==> config.mk <==
export PLATFORM = sky130hd
export DESIGN_NAME = pad_port_control
export DESIGN_NICKNAME = d
export VERILOG_FILES = /design/src/pkg/pad_port_pkg.sv /design/src/pkg/pin_sync_if.sv /design/src/pin_sync.sv /design/src/pad_port_control.sv
export SDC_FILE = /design/constraint.sdc
export NUM_CORES = 1
export LEC_CHECK = 0
export BUFFER_PORTS_ARGS = -buffer_cell sky130_fd_sc_hd__buf_2
export CORE_MARGIN = 8
export CORE_UTILIZATION = 50
export CTS_CLUSTER_DIAMETER = 120
export CTS_CLUSTER_SIZE = 20
export DETAILED_ROUTE_END_ITERATION = 8
export PLACE_DENSITY = 0.88
export SLEW_MARGIN = 20
export SYNTH_ARGS = -nofsm -noshare
export SYNTH_HDL_FRONTEND = slang
export SYNTH_HIERARCHICAL = 1
export SYNTH_SLANG_ARGS = --single-unit
==> constraint.sdc <==
create_clock -name pclk -period 1.6 [get_ports pclk]
set_input_delay 0.08 -clock pclk [delete_from_list [all_inputs] [get_ports pclk]]
set_output_delay 0.08 -clock pclk [all_outputs]
set_load 0.02 [all_outputs]
==> src/pkg/pad_port_pkg.sv <==
// Purpose: shared constants for the pad port block
// Assumes: apb with 32-bit data, one aligned word per register
// Notes: offsets are byte addresses
package pad_port_pkg;
    localparam int PAD_W = 4;
    localparam int ADDR_W = 8;
    // register byte offsets
    localparam logic [7:0] OFS_DRIVE_AB = 8'h00;
    localparam logic [7:0] OFS_DIR_A = 8'h04;
    localparam logic [7:0] OFS_DIR_B = 8'h08;
    localparam logic [7:0] OFS_PULL_CDEF = 8'h0C;
    localparam logic [7:0] OFS_TONE_CTL = 8'h10;
    localparam logic [7:0] OFS_IRQ_EN_C = 8'h14;
    localparam logic [7:0] OFS_IRQ_EN_D = 8'h18;
    localparam logic [7:0] OFS_DATA_A = 8'h1C;
    localparam logic [7:0] OFS_DATA_B = 8'h20;
    localparam logic [7:0] OFS_DATA_E = 8'h24;
    localparam logic [7:0] OFS_DATA_F = 8'h28;
    localparam logic [7:0] OFS_PIN_LVL = 8'h2C;
    localparam logic [7:0] OFS_IRQ_PEND = 8'h30;
    // field positions
    localparam int BIT_OD_A = 0;
    localparam int BIT_OD_B = 1;
    localparam int BIT_OD_E = 0;
    localparam int BIT_OD_F = 1;
    localparam int BIT_PULL_C = 2;
    localparam int BIT_PULL_D = 3;
    localparam int BIT_TONE_EN = 0;
    localparam int BIT_TONE_PAD = 3;
    localparam int BIT_SER_CLK = 1;
    localparam int BIT_SER_DATA = 2;
    localparam int BIT_SER_ADDR = 3;
    localparam int POS_PEND_A = 0;
    localparam int POS_PEND_C = 4;
    localparam int POS_PEND_D = 8;
    localparam int POS_LVL_B = 4;
    localparam int POS_LVL_C = 8;
    localparam int POS_LVL_D = 12;
    // reset values
    localparam logic [3:0] RST_NIB = 4'h0;
    localparam logic [11:0] RST_PEND = 12'h000;
    localparam logic [31:0] RST_WORD = 32'h0000_0000;
endpackage : pad_port_pkg

==> src/pkg/pin_sync_if.sv <==
// Purpose: carries raw pad levels into the synchroniser and clean levels back
// Assumes: one clock domain on the consumer side
// Notes: width is the count of input pads
`timescale 1ns/100ps
interface pin_sync_if #(parameter int W = 16);
    logic [W-1:0] raw;
    logic [W-1:0] clean;
    modport sync_end (input raw, output clean);
    modport user_end (output raw, input clean);
endinterface : pin_sync_if

==> src/pin_sync.sv <==
// Purpose: two-stage synchroniser for every input pad
// Assumes: pads are asynchronous to pclk
// Notes: the first stage feeds only the second stage
`timescale 1ns/100ps
module pin_sync
    import pad_port_pkg::*;
#(
    parameter int W = 16
)(
    input wire logic pclk,
    input wire logic presetn,
    input wire logic clk_en,
    pin_sync_if.sync_end pins
);
    logic [W-1:0] meta_ff;
    logic [W-1:0] sync_ff;
    logic [W-1:0] nxt_meta;
    logic [W-1:0] nxt_sync;

    // hold both stages while the clock enable is low
    always_comb
    begin
        nxt_meta = clk_en ? pins.raw : meta_ff;
        nxt_sync = clk_en ? meta_ff : sync_ff;
    end

    // reset to all zero; a pad held high still shows a rising edge once real samples arrive
    always_ff @(posedge pclk or negedge presetn)
    begin
        if (!presetn)
        begin
            meta_ff <= '0;
            sync_ff <= '0;
        end
        else
        begin
            meta_ff <= nxt_meta;
            sync_ff <= nxt_sync;
        end
    end

    assign pins.clean = sync_ff;
endmodule : pin_sync

==> src/pad_port_control.sv <==
// Purpose: pad ports a..f with direction, drive type, pull-high, pad irq and wake
// Assumes: apb slave on pclk; speech and melody units drive their signals on pclk
// Notes: pad outputs come from flops, so pins change one cycle after a write
// Function
// port a pad direction from dir_mask_a
// drive_type_select_ab bit 0 picks port a drive
// ports a and b come up as inputs
// tone enable puts tone on pad a3
// port a inputs raise an interrupt request
// port b direction and drive type selected
// port c schmitt inputs, pull-high by bit 2
// port c pads each gated by edge_irq_en_low
// activity on ports c or d wakes stop mode
// pad c0 also feeds timer event counter
// port d schmitt inputs, pull-high by bit 3
// port d pads each gated by edge_irq_en_high
// shared-bus option maps serial lines to d1..d3
// tri-state option floats serial lines when idle
// port e output-only, drive by bit 0
// port f output-only, drive by bit 1
// input pads pass two flops before use
// pad change latches request until software clears
`timescale 1ns/100ps
module pad_port_control
    import pad_port_pkg::*;
#(
    parameter bit SHARED_SERIAL = 1'b0,
    parameter bit TRISTATE_SERIAL = 1'b0
)(
    input wire logic pclk,
    input wire logic presetn,
    input wire logic clk_en,
    input wire logic psel,
    input wire logic penable,
    input wire logic pwrite,
    input wire logic [ADDR_W-1:0] paddr,
    input wire logic [31:0] pwdata,
    output logic [31:0] prdata,
    output logic pready,
    output logic pslverr,
    input wire logic [PAD_W-1:0] port_a_pins_i,
    output logic [PAD_W-1:0] port_a_pins_o,
    output logic [PAD_W-1:0] port_a_pins_oe,
    input wire logic [PAD_W-1:0] port_b_pins_i,
    output logic [PAD_W-1:0] port_b_pins_o,
    output logic [PAD_W-1:0] port_b_pins_oe,
    input wire logic [PAD_W-1:0] wake_input_port_c,
    output logic pull_en_c,
    input wire logic [PAD_W-1:0] wake_input_port_d_i,
    output logic [PAD_W-1:0] wake_input_port_d_o,
    output logic [PAD_W-1:0] wake_input_port_d_oe,
    output logic pull_en_d,
    output logic [PAD_W-1:0] port_e_out_o,
    output logic [PAD_W-1:0] port_e_out_oe,
    output logic [PAD_W-1:0] port_f_out_o,
    output logic [PAD_W-1:0] port_f_out_oe,
    input wire logic tone_in,
    input wire logic voice_active,
    input wire logic ser_clk,
    input wire logic ser_addr,
    input wire logic ser_data_out,
    input wire logic ser_data_drive,
    output logic ser_data_in,
    input wire logic stop_mode,
    output logic wake_req,
    output logic timer_event_in,
    output logic irq_port_a,
    output logic irq_port_c,
    output logic irq_port_d
);
    localparam int SW = 4 * PAD_W;
    localparam logic [1:0] WARM_DONE = 2'h3; // sync and prev both hold real pad samples

    // pads driven as {oe, o}; open drain only ever pulls low
    function automatic logic [2*PAD_W-1:0] drive_pads(
        input logic [PAD_W-1:0] data,
        input logic [PAD_W-1:0] en,
        input logic open_drain
    );
        logic [PAD_W-1:0] o;
        logic [PAD_W-1:0] oe;
        o = open_drain ? '0 : data;
        oe = open_drain ? (en & ~data) : en;
        return {oe, o};
    endfunction : drive_pads

    pin_sync_if #(.W(SW)) sync_bus ();

    assign sync_bus.raw = {wake_input_port_d_i, wake_input_port_c, port_b_pins_i, port_a_pins_i};

    pin_sync #(.W(SW)) u_pin_sync (
        .pclk(pclk),
        .presetn(presetn),
        .clk_en(clk_en),
        .pins(sync_bus.sync_end)
    );

    logic [PAD_W-1:0] lvl_a;
    logic [PAD_W-1:0] lvl_b;
    logic [PAD_W-1:0] lvl_c;
    logic [PAD_W-1:0] lvl_d;
    assign {lvl_d, lvl_c, lvl_b, lvl_a} = sync_bus.clean;

    // software registers
    logic [PAD_W-1:0] drive_type_select_ab_ff, nxt_drive_type_select_ab;
    logic [PAD_W-1:0] dir_mask_a_ff, nxt_dir_mask_a;
    logic [PAD_W-1:0] dir_mask_b_ff, nxt_dir_mask_b;
    logic [PAD_W-1:0] pull_and_drive_cd_ef_ff, nxt_pull_and_drive_cd_ef;
    logic [PAD_W-1:0] tone_pin_enable_ctl_ff, nxt_tone_pin_enable_ctl;
    logic [PAD_W-1:0] edge_irq_en_low_ff, nxt_edge_irq_en_low;
    logic [PAD_W-1:0] edge_irq_en_high_ff, nxt_edge_irq_en_high;
    logic [PAD_W-1:0] data_a_ff, nxt_data_a;
    logic [PAD_W-1:0] data_b_ff, nxt_data_b;
    logic [PAD_W-1:0] data_e_ff, nxt_data_e;
    logic [PAD_W-1:0] data_f_ff, nxt_data_f;
    logic [3*PAD_W-1:0] pend_ff, nxt_pend;
    logic [SW-1:0] prev_ff, nxt_prev;
    logic [31:0] prdata_ff, nxt_prdata;
    logic pready_ff, nxt_pready;
    logic pslverr_ff, nxt_pslverr;

    logic wr_en;
    logic [3*PAD_W-1:0] pend_set;
    logic [3*PAD_W-1:0] pend_clr;
    logic [PAD_W-1:0] chg_a;
    logic [PAD_W-1:0] chg_c;
    logic [PAD_W-1:0] chg_d;
    logic mapped;
    logic [1:0] warm_ff, nxt_warm;
    logic armed;

    // edges are ignored until prev holds a real sample, else reset zeros look like a change
    assign armed = (warm_ff == WARM_DONE);

    // apb: answer in the cycle after setup, write commits on the access edge
    assign wr_en = psel & penable & pready_ff & pwrite;

    always_comb
    begin
        unique case (paddr)
            OFS_DRIVE_AB, OFS_DIR_A, OFS_DIR_B, OFS_PULL_CDEF, OFS_TONE_CTL,
            OFS_IRQ_EN_C, OFS_IRQ_EN_D, OFS_DATA_A, OFS_DATA_B, OFS_DATA_E,
            OFS_DATA_F, OFS_PIN_LVL, OFS_IRQ_PEND: mapped = 1'b1;
            default: mapped = 1'b0;
        endcase
    end

    // register writes and read data capture
    always_comb
    begin
        nxt_drive_type_select_ab = drive_type_select_ab_ff;
        nxt_dir_mask_a = dir_mask_a_ff;
        nxt_dir_mask_b = dir_mask_b_ff;
        nxt_pull_and_drive_cd_ef = pull_and_drive_cd_ef_ff;
        nxt_tone_pin_enable_ctl = tone_pin_enable_ctl_ff;
        nxt_edge_irq_en_low = edge_irq_en_low_ff;
        nxt_edge_irq_en_high = edge_irq_en_high_ff;
        nxt_data_a = data_a_ff;
        nxt_data_b = data_b_ff;
        nxt_data_e = data_e_ff;
        nxt_data_f = data_f_ff;
        pend_clr = '0;
        nxt_pready = psel & ~penable;
        nxt_pslverr = psel & ~penable & ~mapped;
        nxt_prdata = prdata_ff;
        if (wr_en)
        begin
            unique case (paddr)
                OFS_DRIVE_AB: nxt_drive_type_select_ab = pwdata[PAD_W-1:0];
                OFS_DIR_A: nxt_dir_mask_a = pwdata[PAD_W-1:0];
                OFS_DIR_B: nxt_dir_mask_b = pwdata[PAD_W-1:0];
                OFS_PULL_CDEF: nxt_pull_and_drive_cd_ef = pwdata[PAD_W-1:0];
                OFS_TONE_CTL: nxt_tone_pin_enable_ctl = pwdata[PAD_W-1:0];
                OFS_IRQ_EN_C: nxt_edge_irq_en_low = pwdata[PAD_W-1:0];
                OFS_IRQ_EN_D: nxt_edge_irq_en_high = pwdata[PAD_W-1:0];
                OFS_DATA_A: nxt_data_a = pwdata[PAD_W-1:0];
                OFS_DATA_B: nxt_data_b = pwdata[PAD_W-1:0];
                OFS_DATA_E: nxt_data_e = pwdata[PAD_W-1:0];
                OFS_DATA_F: nxt_data_f = pwdata[PAD_W-1:0];
                OFS_IRQ_PEND: pend_clr = pwdata[3*PAD_W-1:0]; // write one to clear
                default: nxt_data_a = data_a_ff;
            endcase
        end
        if (psel & ~penable)
        begin
            unique case (paddr)
                OFS_DRIVE_AB: nxt_prdata = {28'h000_0000, drive_type_select_ab_ff};
                OFS_DIR_A: nxt_prdata = {28'h000_0000, dir_mask_a_ff};
                OFS_DIR_B: nxt_prdata = {28'h000_0000, dir_mask_b_ff};
                OFS_PULL_CDEF: nxt_prdata = {28'h000_0000, pull_and_drive_cd_ef_ff};
                OFS_TONE_CTL: nxt_prdata = {28'h000_0000, tone_pin_enable_ctl_ff};
                OFS_IRQ_EN_C: nxt_prdata = {28'h000_0000, edge_irq_en_low_ff};
                OFS_IRQ_EN_D: nxt_prdata = {28'h000_0000, edge_irq_en_high_ff};
                OFS_DATA_A: nxt_prdata = {28'h000_0000, data_a_ff};
                OFS_DATA_B: nxt_prdata = {28'h000_0000, data_b_ff};
                OFS_DATA_E: nxt_prdata = {28'h000_0000, data_e_ff};
                OFS_DATA_F: nxt_prdata = {28'h000_0000, data_f_ff};
                OFS_PIN_LVL: nxt_prdata = {16'h0000, sync_bus.clean};
                OFS_IRQ_PEND: nxt_prdata = {20'h0_0000, pend_ff};
                default: nxt_prdata = RST_WORD;
            endcase
        end
    end

    // pad change detection; port a counts only pads in input mode
    always_comb
    begin
        nxt_prev = sync_bus.clean;
        nxt_warm = armed ? warm_ff : warm_ff + 2'h1;
        chg_a = (lvl_a ^ prev_ff[POS_PEND_A +: PAD_W]) & ~dir_mask_a_ff;
        chg_c = (lvl_c ^ prev_ff[POS_LVL_C +: PAD_W]) & edge_irq_en_low_ff;
        chg_d = (lvl_d ^ prev_ff[POS_LVL_D +: PAD_W]) & edge_irq_en_high_ff;
        pend_set = {chg_d, chg_c, chg_a} & {3*PAD_W{armed}};
        nxt_pend = (pend_ff & ~pend_clr) | pend_set;
    end

    // pad drive values, all registered so the pins never glitch
    logic [PAD_W-1:0] a_o_ff, nxt_a_o, a_oe_ff, nxt_a_oe;
    logic [PAD_W-1:0] b_o_ff, nxt_b_o, b_oe_ff, nxt_b_oe;
    logic [PAD_W-1:0] d_o_ff, nxt_d_o, d_oe_ff, nxt_d_oe;
    logic [PAD_W-1:0] e_o_ff, nxt_e_o, e_oe_ff, nxt_e_oe;
    logic [PAD_W-1:0] f_o_ff, nxt_f_o, f_oe_ff, nxt_f_oe;
    logic pull_c_ff, nxt_pull_c, pull_d_ff, nxt_pull_d;
    logic wake_ff, nxt_wake, event_ff, nxt_event, ser_in_ff, nxt_ser_in;
    logic ser_drive;

    always_comb
    begin
        {nxt_a_oe, nxt_a_o} = drive_pads(data_a_ff, dir_mask_a_ff,
            drive_type_select_ab_ff[BIT_OD_A]); // see R1
        if (tone_pin_enable_ctl_ff[BIT_TONE_EN])
        begin
            nxt_a_o[BIT_TONE_PAD] = tone_in;
            nxt_a_oe[BIT_TONE_PAD] = 1'b1;
        end
        {nxt_b_oe, nxt_b_o} = drive_pads(data_b_ff, dir_mask_b_ff,
            drive_type_select_ab_ff[BIT_OD_B]);
        {nxt_e_oe, nxt_e_o} = drive_pads(data_e_ff, {PAD_W{1'b1}},
            pull_and_drive_cd_ef_ff[BIT_OD_E]);
        {nxt_f_oe, nxt_f_o} = drive_pads(data_f_ff, {PAD_W{1'b1}},
            pull_and_drive_cd_ef_ff[BIT_OD_F]);
        nxt_pull_c = pull_and_drive_cd_ef_ff[BIT_PULL_C];
        nxt_pull_d = pull_and_drive_cd_ef_ff[BIT_PULL_D];
        // serial lines float when idle only with the tri-state option
        ser_drive = ~TRISTATE_SERIAL | voice_active;
        nxt_d_o = RST_NIB;
        nxt_d_oe = RST_NIB;
        if (SHARED_SERIAL)
        begin
            nxt_d_o[BIT_SER_CLK] = ser_clk;
            nxt_d_oe[BIT_SER_CLK] = ser_drive;
            nxt_d_o[BIT_SER_DATA] = ser_data_out;
            nxt_d_oe[BIT_SER_DATA] = ser_drive & ser_data_drive;
            nxt_d_o[BIT_SER_ADDR] = ser_addr;
            nxt_d_oe[BIT_SER_ADDR] = ser_drive;
        end
        nxt_ser_in = lvl_d[BIT_SER_DATA];
        nxt_event = lvl_c[0];
        // any level change on c or d while stopped; held until stop ends
        nxt_wake = armed & (|({lvl_d, lvl_c} ^ prev_ff[POS_LVL_C +: 2*PAD_W]));
        nxt_wake = stop_mode & (wake_ff | nxt_wake);
    end

    // one flop group for everything; clock enable low freezes it all
    always_ff @(posedge pclk or negedge presetn)
    begin
        if (!presetn)
        begin
            drive_type_select_ab_ff <= RST_NIB;
            dir_mask_a_ff <= RST_NIB;
            dir_mask_b_ff <= RST_NIB;
            pull_and_drive_cd_ef_ff <= RST_NIB;
            tone_pin_enable_ctl_ff <= RST_NIB;
            edge_irq_en_low_ff <= RST_NIB;
            edge_irq_en_high_ff <= RST_NIB;
            {data_a_ff, data_b_ff, data_e_ff, data_f_ff} <= '0;
            pend_ff <= RST_PEND;
            prev_ff <= '0;
            warm_ff <= 2'h0;
            prdata_ff <= RST_WORD;
            pready_ff <= 1'b0;
            pslverr_ff <= 1'b0;
            {a_o_ff, a_oe_ff, b_o_ff, b_oe_ff, d_o_ff, d_oe_ff} <= '0;
            {e_o_ff, e_oe_ff, f_o_ff, f_oe_ff} <= '0;
            {pull_c_ff, pull_d_ff, wake_ff, event_ff, ser_in_ff} <= '0;
        end
        else if (clk_en)
        begin
            drive_type_select_ab_ff <= nxt_drive_type_select_ab;
            dir_mask_a_ff <= nxt_dir_mask_a;
            dir_mask_b_ff <= nxt_dir_mask_b;
            pull_and_drive_cd_ef_ff <= nxt_pull_and_drive_cd_ef;
            tone_pin_enable_ctl_ff <= nxt_tone_pin_enable_ctl;
            edge_irq_en_low_ff <= nxt_edge_irq_en_low;
            edge_irq_en_high_ff <= nxt_edge_irq_en_high;
            {data_a_ff, data_b_ff, data_e_ff, data_f_ff} <= {nxt_data_a, nxt_data_b,
                nxt_data_e, nxt_data_f};
            pend_ff <= nxt_pend;
            prev_ff <= nxt_prev;
            warm_ff <= nxt_warm;
            prdata_ff <= nxt_prdata;
            pready_ff <= nxt_pready;
            pslverr_ff <= nxt_pslverr;
            {a_o_ff, a_oe_ff, b_o_ff, b_oe_ff} <= {nxt_a_o, nxt_a_oe, nxt_b_o, nxt_b_oe};
            {d_o_ff, d_oe_ff, e_o_ff, e_oe_ff} <= {nxt_d_o, nxt_d_oe, nxt_e_o, nxt_e_oe};
            {f_o_ff, f_oe_ff} <= {nxt_f_o, nxt_f_oe};
            {pull_c_ff, pull_d_ff, wake_ff} <= {nxt_pull_c, nxt_pull_d, nxt_wake};
            {event_ff, ser_in_ff} <= {nxt_event, nxt_ser_in};
        end
    end

    // outputs straight from flops, except the irq lines, each an or of its four pending flops
    assign prdata = prdata_ff;
    assign pready = pready_ff;
    assign pslverr = pslverr_ff;
    assign port_a_pins_o = a_o_ff;
    assign port_a_pins_oe = a_oe_ff;
    assign port_b_pins_o = b_o_ff;
    assign port_b_pins_oe = b_oe_ff;
    assign wake_input_port_d_o = d_o_ff;
    assign wake_input_port_d_oe = d_oe_ff;
    assign port_e_out_o = e_o_ff;
    assign port_e_out_oe = e_oe_ff;
    assign port_f_out_o = f_o_ff;
    assign port_f_out_oe = f_oe_ff;
    assign pull_en_c = pull_c_ff;
    assign pull_en_d = pull_d_ff;
    assign wake_req = wake_ff;
    assign timer_event_in = event_ff;
    assign ser_data_in = ser_in_ff;
    assign irq_port_a = |pend_ff[POS_PEND_A +: PAD_W];
    assign irq_port_c = |pend_ff[POS_PEND_C +: PAD_W];
    assign irq_port_d = |pend_ff[POS_PEND_D +: PAD_W];

    // pending bits that no clear touches this cycle
    logic [3*PAD_W-1:0] pend_keep;
    assign pend_keep = pend_ff & ~pend_clr;
endmodule : pad_port_control

* Yosys cells after proc, flatten, opt, wreduce, memory -nomap -nowiden
Memories as Yosys holds them, arrays and structs flattened.
Index checks and enable logic that the tools add are counted.
** Storage, ports and cells
- Bits in read-only memories :: 64
- Output and inout port bits :: 82
- Word-level logic and storage cells :: 109
- Memories :: 1
- Bits in registers :: 177
- Bits of input ports :: 69
** Memories
- (name not given) :: words 64, bits a word 1, read ports 1, clocked after memory_dff 0, write ports 0, RTL line pad_port_control.sv:140 : unique case (paddr)
** Operators by class
- Reduce and logical (&&, ||, !) cells :: 19
- Equality and inequality tests :: 13
- Bitwise operators :: 29
- Add/subtract/negate cells :: 1
- Multiplexer cells :: 14
** Operators by type and width (count)
- $pmux W16 S13 :: 1
- $eq A8 B6 Y1 const B :: 5
- $reduce_and A3 Y1 :: 11
- $eq A8 B5 Y1 const B :: 4
- $mux W4 :: 8
- $and A12 B12 Y12 :: 2
- $mux W12 :: 2
- $and A4 B4 Y4 :: 5
- $not A4 Y4 :: 5
- $eq A8 B4 Y1 const B :: 2
- $not A12 Y12 :: 1
- $or A12 B12 Y12 :: 1
- $reduce_or A4 Y1 :: 3
- $xor A4 B4 Y4 :: 3
- $eq A8 B3 Y1 const B :: 1
- $logic_not A8 Y1 :: 1
- $reduce_or A8 Y1 :: 1
- $xor A8 B8 Y8 :: 1
- $and A1 B1 Y1 :: 7
- $reduce_and A2 Y1 :: 2
- $mux W1 :: 3
- $not A1 Y1 :: 3
- $add A2 B1 Y2 const B :: 1
- $eq A2 B2 Y1 const B :: 1
- 2 further kinds :: 2

* Longest topological paths before layout
Gate-level depths: netlist of the first run.
- Word-level depth :: 7
- Depth in mapped cells :: 7
- Depth with buffers taken out :: 5

* Hierarchy
The synthesis of the first run kept the hierarchy.
** By module, submodules not included
- pad_port_control :: instances 1, cells an instance 528, seq. area each 3078.0 um^2, area each 5870.6 um^2
- pin_sync :: instances 1, cells an instance 68, seq. area each 800.8 um^2, area each 1345.0 um^2

* Worst setup path after synthesis of the first run
No wires, ideal clock.
- Path kind :: register to register
- Start :: register pready_ff (netlist: pready)
- End :: register pull_and_drive_cd_ef_ff[3]
- Slack :: -0.093 ns
- Data arrival time :: 1.565 ns
- Required time :: 1.472 ns
- Clock period less this slack :: 1.693 ns
- Path buffers :: 0
- Cell stages (with the launch flop) :: 6
- Library setup time :: 0.128 ns
- Cells stage by stage :: dfrtp_1 -> inv_1 -> or3_4 -> nor3_2 -> nand2_1 -> mux2_1
** Between the ends
- Cells in the longest elaborated chain, start to end :: 3
** Ends and longest elaborated chain
- from (decl) :: RTL line pad_port_control.sv:119 : logic pready_ff, nxt_pready;
- from (signal assigned) :: RTL line pad_port_control.sv:302 : pready_ff <= nxt_pready;
- $and A1 B1 Y1 (2 in a row) :: RTL line pad_port_control.sv:136 : assign wr_en = psel & penable & pready_ff & pwrite;
- $reduce_and A3 Y1 (no source line)
- to (signal assigned) :: RTL line pad_port_control.sv:292 : pull_and_drive_cd_ef_ff <= nxt_pull_and_drive_cd_ef;
- to (decl) :: RTL line pad_port_control.sv:108 : logic [PAD_W-1:0] pull_and_drive_cd_ef_ff, nxt_pull_and_drive_cd_ef;
No other way between the ends.
A chain may end at the register's enable or synchronous reset.

* Final worst setup path of the first run
- Start :: register pready_ff (netlist: pready)
- End :: register data_a_ff[2]
** Between the ends
- Cells in the longest elaborated chain, start to end :: 3
** Ends and longest elaborated chain
- $and A1 B1 Y1 (2 in a row) :: RTL line pad_port_control.sv:136
- $reduce_and A3 Y1 (no source line)
- to (signal assigned) :: RTL line pad_port_control.sv:296 : {data_a_ff, data_b_ff, data_e_ff, data_f_ff} <= {nxt_data_a, nxt_data_b,
- to (decl) :: RTL line pad_port_control.sv:112 : logic [PAD_W-1:0] data_a_ff, nxt_data_a;
No other way between the ends.

==> results.yml, run 1 <==
status:
  outcome: "finished, violations left"
  violations_in_the_final_reports: "negative setup slack"
placed_design:
  detailedPlacementHpwl_um: 13400
  dpl_worst_slack_ps: -146
  numPortBuffers: 101
  gp_congestion: 0.929
  placedCellCount: 891
route:
  drt_iter0_drc: 750
  drt_pass1_iterations: 5
  route.detailed.vias_per_inst: 5.93
  detailroute.via_count: 5755
  ant_nets: 0
  routed_wl_um: 21400
  drt-wirelength-per-cell_um: 22.0
  route.detailed.drc: 0
finish:
  num-nets-final: 841
  syn2layout_area_growth_pct: 27.4
  filler_cell_count: 963
  final-instance-count-excl-fill: 971
  multi_input_area_um2: 3010
  finalCoreUtilization_pct: 64.2
  ff_latch_area_um2: 3880
  ratio_of_cells_with_drive_above_1_in_the_final_layout_pct: 41.6
sta:
  report.final.setup_viol: 56
  final.setup.tns_ps: -3360
  max_slew_violation_count: 0
  finalHoldViolCount: 0
  finalHoldWorstSlack_ps: 29.9
  grt_setup_unrepaired: "yes"
  final_min_period_over_clock_period_pct: 109
  max_clock_freq_mhz: 575
  skew_ps: 13.9
  period_needed_ps: 1740
  post-route-worst-setup-slack_ps: -140
  worst_pin_slew_ps: 589
  headroom_to_the_max_slew_limit_pct: 60.7
synthesis:
  synthCells: 596
  synth.ff_latch_count: 155
  synth.yosys.seq_area_share_pct: 53.8
  synth_cell_types: 55
  yosys-top-cells-area: "sky130_fd_sc_hd__dfrtp_1 (54%), sky130_fd_sc_hd__mux2_2 (9.8%), sky130_fd_sc_hd__mux2_4 (6.2%)"
  number_of_warnings_printed_during_yosys_synthesis: 6
  syn-mean-instance-area_um2: 12.1
  syn_area_um2: 7220
  synthDominantAreaCellType: "sky130_fd_sc_hd__dfrtp_1"
  synth_top_area_share_pct: 53.8
setup_path:
  crit_path_arrival_time_ps: 2050
  crit_path_end_kind: "flip-flop"
  worst_r2r_startpoint: "pready"
  r2r-end: "data_a_ff[2]"
  regToRegSetupSlack_ps: -140
  crit_type: "reg2reg"
  crit_path_end: "data_a_ff[2]"
  r2r.worst_path.cells: 7
  path_max_fanout: 4
  setup.worst_path.start_class: "flip-flop"
  startpoint: "pready"
  worst-endpoint-required_ps: 1910
die:
  chipWidth_um: 136
  fp-row-count: 44
  die_height_um: 136
  io_pins: 151
  floorplan.die_area_um2: 18500
  starting_utilization_of_the_core_area_pct: 50.4
  floorplan.core_area_um2: 14300
hold_path:
  min-delay-path-class: "in2reg"
global_routing:
  pin_count_of_the_biggest_net_entering_global_routing: 60
  grt_usage_pct: 22.6
  grt_pass1_vias: 5708
  grt_first_pass_wirelength_um: 32100
  initial_antenna_violation_count: 2
  grt_overflow_total: 0
clocking:
  cts_num_sinks: 155
  cts_tree: "built"
  level_count_of_the_clock_h_tree: 4
  worst_skew_pair.late_latency_ps: 440
  cts-root-to-sink-buffers: 2
  path_clk_slew_ps: 70
  cts_made_buffers: 17
  clockRootBuffer: "sky130_fd_sc_hd__clkbuf_16"
pwr:
  total_leakage_power_nw: 4.43
  power.density_nw_per_um2: 1100
  vdd_ir_drop_max_mv: 0.700
job:
  drv_cap: 0
## cells by family after synthesis
logic type	Yosys count	share of synthesized area (%)
other	1	0.0520
XOR/XNOR	13	1.58
flip-flops	155	53.8
AO/OA/AOI/OAI	89	8.06
multiplexers	104	18.6
buffers and inverters	86	7.04
AND/OR/NAND/NOR	147	10.7
adder cells (fa/ha/maj)	1	0.173
## stage by stage
| step | instance area [um^2] | power [W] |
|---|---|---|
| after floorplan | 7310 | 0.00517 |
| after global placement | 8050 | 0.00550 |
| after detailed placement | 8050 | 0.00555 |
| after CTS | 9050 | 0.00996 |
| after global routing | 9190 | 0.0104 |
| final | 9190 | 0.0101 |
## layout make-up
type	count	share of cell area, %
sequential	155	42.2
timing repair buffer	192	14.5
clock inverter	13	1.92
clock buffer	19	4.93
antenna	3	0.0817
inverter	27	1.10
multi-input combinational	378	32.7
tap	184	2.51
## sequential cells by signal, indices dropped and copies added (netlist names), 12 cells and up
| name | cells |
|---|---|
| pend_ff | 12 |
| prdata | 16 |
| prev_ff | 12 |
| u_pin_sync/meta_ff | 16 |
| u_pin_sync/pins.clean | 16 |
## power breakdown
group | total, W | switching, W | internal [W]
registers | 0.00442 | 0.000235 | 0.00418
clock network | 0.00435 | 0.00176 | 0.00259
logic | 0.00134 | 0.000723 | 0.000618
## worst min path at each step
stage,start,to,slack [ps],cells after the start
floorplan,presetn,data_a_ff[0],-220,0
global placement,presetn,port_b_pins_oe[0],-20,1
detailed placement,presetn,port_b_pins_oe[0],-30,1
CTS,pwdata[5],pend_ff[5],10,3
global route,pwdata[5],pend_ff[5],20,3
finish,pwdata[5],pend_ff[5],30,3
## synthesized netlist by cell type, drive strengths merged
cell and instances:
a2111oi 2, a21o 4, a21oi 8, a221oi 1
a222oi 1, a22o 1, a22oi 11, a31oi 11
a32o 8, a32oi 3, and2 1, and2b 1
and3 1, buf 41, clkbuf 18, conb 1
dfrtp 155, ha 1, inv 27, mux2 94
mux2i 5, mux4 5, nand2 63, nand2b 2
nand3 14, nand3b 17, nor2 21, nor2b 2
nor3 8, nor3b 2, nor4 6, nor4b 2
o21ai 35, o22ai 3, o32ai 1, or2 2
or3 2, or4 3, xnor2 4, xor2 9
## placed cells by master (no fill, tap or decap), types with 5 or more instances in the layout
| cell | n |
|---|---|
| sky130_fd_sc_hd__a31oi_1 | 11 |
| sky130_fd_sc_hd__inv_1 | 26 |
| sky130_fd_sc_hd__mux2i_1 | 5 |
| sky130_fd_sc_hd__conb_1 | 24 |
| sky130_fd_sc_hd__buf_2 | 96 |
| sky130_fd_sc_hd__clkbuf_16 | 17 |
| sky130_fd_sc_hd__buf_6 | 5 |
| sky130_fd_sc_hd__nand3_1 | 14 |
| sky130_fd_sc_hd__nor3_1 | 6 |
| sky130_fd_sc_hd__buf_4 | 61 |
| sky130_fd_sc_hd__inv_6 | 7 |
| sky130_fd_sc_hd__dfrtp_1 | 154 |
| sky130_fd_sc_hd__nand2_1 | 53 |
| sky130_fd_sc_hd__mux2_4 | 33 |
| sky130_fd_sc_hd__dlygate4sd3_1 | 26 |
| sky130_fd_sc_hd__a22oi_1 | 11 |
| sky130_fd_sc_hd__nand3b_1 | 17 |
| sky130_fd_sc_hd__mux2_2 | 61 |
| sky130_fd_sc_hd__nor2_1 | 19 |
| sky130_fd_sc_hd__a32o_1 | 8 |
| sky130_fd_sc_hd__a21oi_1 | 8 |
| sky130_fd_sc_hd__nand2_2 | 7 |
| sky130_fd_sc_hd__xor2_1 | 9 |
| sky130_fd_sc_hd__o21ai_0 | 33 |
## critical path, stage by stage (launching register included)
cell and delay [ps]:
sky130_fd_sc_hd__dfrtp_2 360, sky130_fd_sc_hd__inv_2 40, sky130_fd_sc_hd__or3_4 380, sky130_fd_sc_hd__buf_6 150, sky130_fd_sc_hd__nor2_4 140, sky130_fd_sc_hd__buf_4 140, sky130_fd_sc_hd__nand2_4 70, sky130_fd_sc_hd__mux2_4 330
## layer usage
layer,global-route usage [%],wire length (um),up-vias
met1,28.0,8080,2779
met5,0,0,-
met2,35.0,9950,456
li1,-,-,2413
met4,10.9,1060,0
met3,7.32,2280,107
## timing repair
| action | 4_1_cts | 5_1_grt |
|---|---|---|
| setup buffers | 9 | 10 |
| hold buffers | 26 | 0 |
| cloned | 0 | 0 |
| hold endpoints to repair | 180 | 0 |
| pin swaps | 3 | 9 |
| resized for setup | 18 | 18 |
| endpoints found under the setup margin | 47 | 64 |
Note: power is estimated with default switching activity, not from simulation.
==> run 2, diff against run 1 <==
--- a/config.mk
+++ b/config.mk
@@ -11,7 +11,7 @@
 export CTS_CLUSTER_DIAMETER = 120
 export CTS_CLUSTER_SIZE = 20
 export DETAILED_ROUTE_END_ITERATION = 8
-export PLACE_DENSITY = 0.88
+export PLACE_DENSITY = 0.85
 export SLEW_MARGIN = 20
 export SYNTH_ARGS = -nofsm -noshare
 export SYNTH_HDL_FRONTEND = slang
==> constraint.sdc (replaced) <==
create_clock -name pclk -period 2.1 [get_ports pclk]
set_input_delay 0.105 -clock pclk [delete_from_list [all_inputs] [get_ports pclk]]
set_output_delay 0.105 -clock pclk [all_outputs]
set_load 0.02 [all_outputs]
==> results.yml, run 2 (synthesis results as in run 1) <==
finish:
  filler_cell_count: 1119
  mostFrequentLayoutCells: "sky130_fd_sc_hd__dfrtp_1 (155), sky130_fd_sc_hd__buf_2 (99), sky130_fd_sc_hd__mux2_2 (63), sky130_fd_sc_hd__nand2_1 (62), sky130_fd_sc_hd__o21ai_0 (35)"
  final-instance-count-excl-fill: 913
  num-nets-final: 786
  ratio_of_cells_with_drive_above_1_in_the_final_layout_pct: 33.3
  syn2layout_area_growth_pct: 18.7
  final_common_cell: "sky130_fd_sc_hd__dfrtp_1"
setup_path:
  crit_path_end_kind: "flip-flop"
  crit_path_arrival_time_ps: 2100
  worst-endpoint-required_ps: 2380
  setup.worst_path.start_class: "flip-flop"
  path_max_fanout: 4
  crit_type: "reg2reg"
route:
  route.detailed.vias_per_inst: 5.48
  drt_pass1_iterations: 5
  drt_iter0_drc: 430
  detailroute.via_count: 5006
  routed_wl_um: 18500
  route.detailed.drc: 0
  ant_nets: 0
  drt-wirelength-per-cell_um: 20.3
sta:
  max_slew_violation_count: 0
  post-route-worst-setup-slack_ps: 279
  finalHoldWorstSlack_ps: 28.7
  skew_ps: 11.6
  final.setup.tns_ps: 0
  max_clock_freq_mhz: 549
  report.final.setup_viol: 0
  headroom_to_the_max_slew_limit_pct: 59.9
  finalHoldViolCount: 0
  grt_setup_unrepaired: "no"
  final_min_period_over_clock_period_pct: 86.7
  worst_pin_slew_ps: 601
  period_needed_ps: 1820
clocking:
  post_cts_hold_buffer_count: 26
  cts-root-to-sink-buffers: 2
  cts_made_buffers: 17
  worst_skew_pair.late_latency_ps: 430
  cts_num_sinks: 155
  cts_post_setup_buffers_inserted: 0
  cts_tree: "built"
  level_count_of_the_clock_h_tree: 4
  post_cts.resized_instances: 0
  path_clk_slew_ps: 60
  clockRootBuffer: "sky130_fd_sc_hd__clkbuf_16"
status:
  outcome: "finished, final reports clean"
placed_design:
  detailedPlacementHpwl_um: 12600
  numPortBuffers: 101
  dpl_worst_slack_ps: 243
  gp_congestion: 0.992
  placedCellCount: 855
die:
  starting_utilization_of_the_core_area_pct: 50.4
  die_height_um: 136
  io_pins: 151
  floorplan.core_area_um2: 14300
  chipWidth_um: 136
  floorplan.die_area_um2: 18500
  fp-row-count: 44
hold_path:
  min-delay-path-class: "in2reg"
global_routing:
  grt_pass1_vias: 5222
  grt_overflow_total: 0
  grt_first_pass_wirelength_um: 29000
  initial_antenna_violation_count: 2
  grt_usage_pct: 20.6
  pin_count_of_the_biggest_net_entering_global_routing: 117
job:
  drv_cap: 0
pwr:
  power.density_nw_per_um2: 824
  total_leakage_power_nw: 4.04
  vdd_ir_drop_max_mv: 0.697
run 2: cell types whose count changed in the layout (fill, tap and decap cells not counted), sizes merged:
| cell | change |
|---|---|
| buf | -55 |
| bufinv | -2 |
| clkbuf | +4 |
| clkinv | +1 |
| clkinvlp | +1 |
| inv | -7 |
run 2: final cells by class:
type / count / area [um^2] / share of cell area (%)
multi-input combinational: 378 / 2920 / 34.0
sequential: 155 / 3880 / 45.3
clock inverter: 6 / 65.1 / 0.760
timing repair buffer: 137 / 887 / 10.4
clock buffer: 23 / 478 / 5.58
antenna: 3 / 7.51 / 0.0877
tap: 184 / 230 / 2.69
inverter: 27 / 101 / 1.18
run 2: final timing paths:
check                                         startpoint  slack (ps)  cells after the start                   endpoint
max in group asynchronous                        presetn        1200                      3  u_pin_sync/pins.clean[14]
worst min register to register                prdata[15]         470                      2                 prdata[15]
min in group asynchronous                        presetn         220                      2           port_b_pins_o[1]
worst max register to register  u_pin_sync/pins.clean[3]         280                      5                  prdata[3]
worst min-delay path                           pwdata[7]          30                      3                 pend_ff[7]
worst max-delay path            u_pin_sync/pins.clean[3]         280                      5                  prdata[3]
run 2: per-layer routing:
layer | global-route usage, % | routed length [um] | vias to the layer above
li1 | - | - | 2296
met1 | 26.1 | 7730 | 2479
met2 | 33.0 | 9020 | 189
met3 | 3.95 | 1130 | 42
met4 | 10.5 | 637 | 0
met5 | 0 | 0 | -
run 2: per-stage QoR:
step / power, W / util [%] / instance area [um^2]
floorplan: 0.00393 / - / 7300
global placement: 0.00416 / 54.2 / 7750
detailed placement: 0.00419 / 54.2 / 7750
CTS: 0.00704 / 59.8 / 8560
global route: 0.00732 / 59.8 / 8560
finish: 0.00706 / 59.8 / 8560
run 2: critical path, stage by stage, from the launching register on:
cell and delay (ps):
sky130_fd_sc_hd__dfrtp_1 430, sky130_fd_sc_hd__mux2_2 290, sky130_fd_sc_hd__a32oi_1 230, sky130_fd_sc_hd__o32ai_1 130, sky130_fd_sc_hd__a2111oi_0 460, sky130_fd_sc_hd__o21ai_0 140
run 2: power breakdown:
part / internal, W / switching (W)
Combinational: 0.000381 / 0.000448
Clock: 0.00170 / 0.00114
Sequential: 0.00319 / 0.000201
Total: 0.00527 / 0.00178
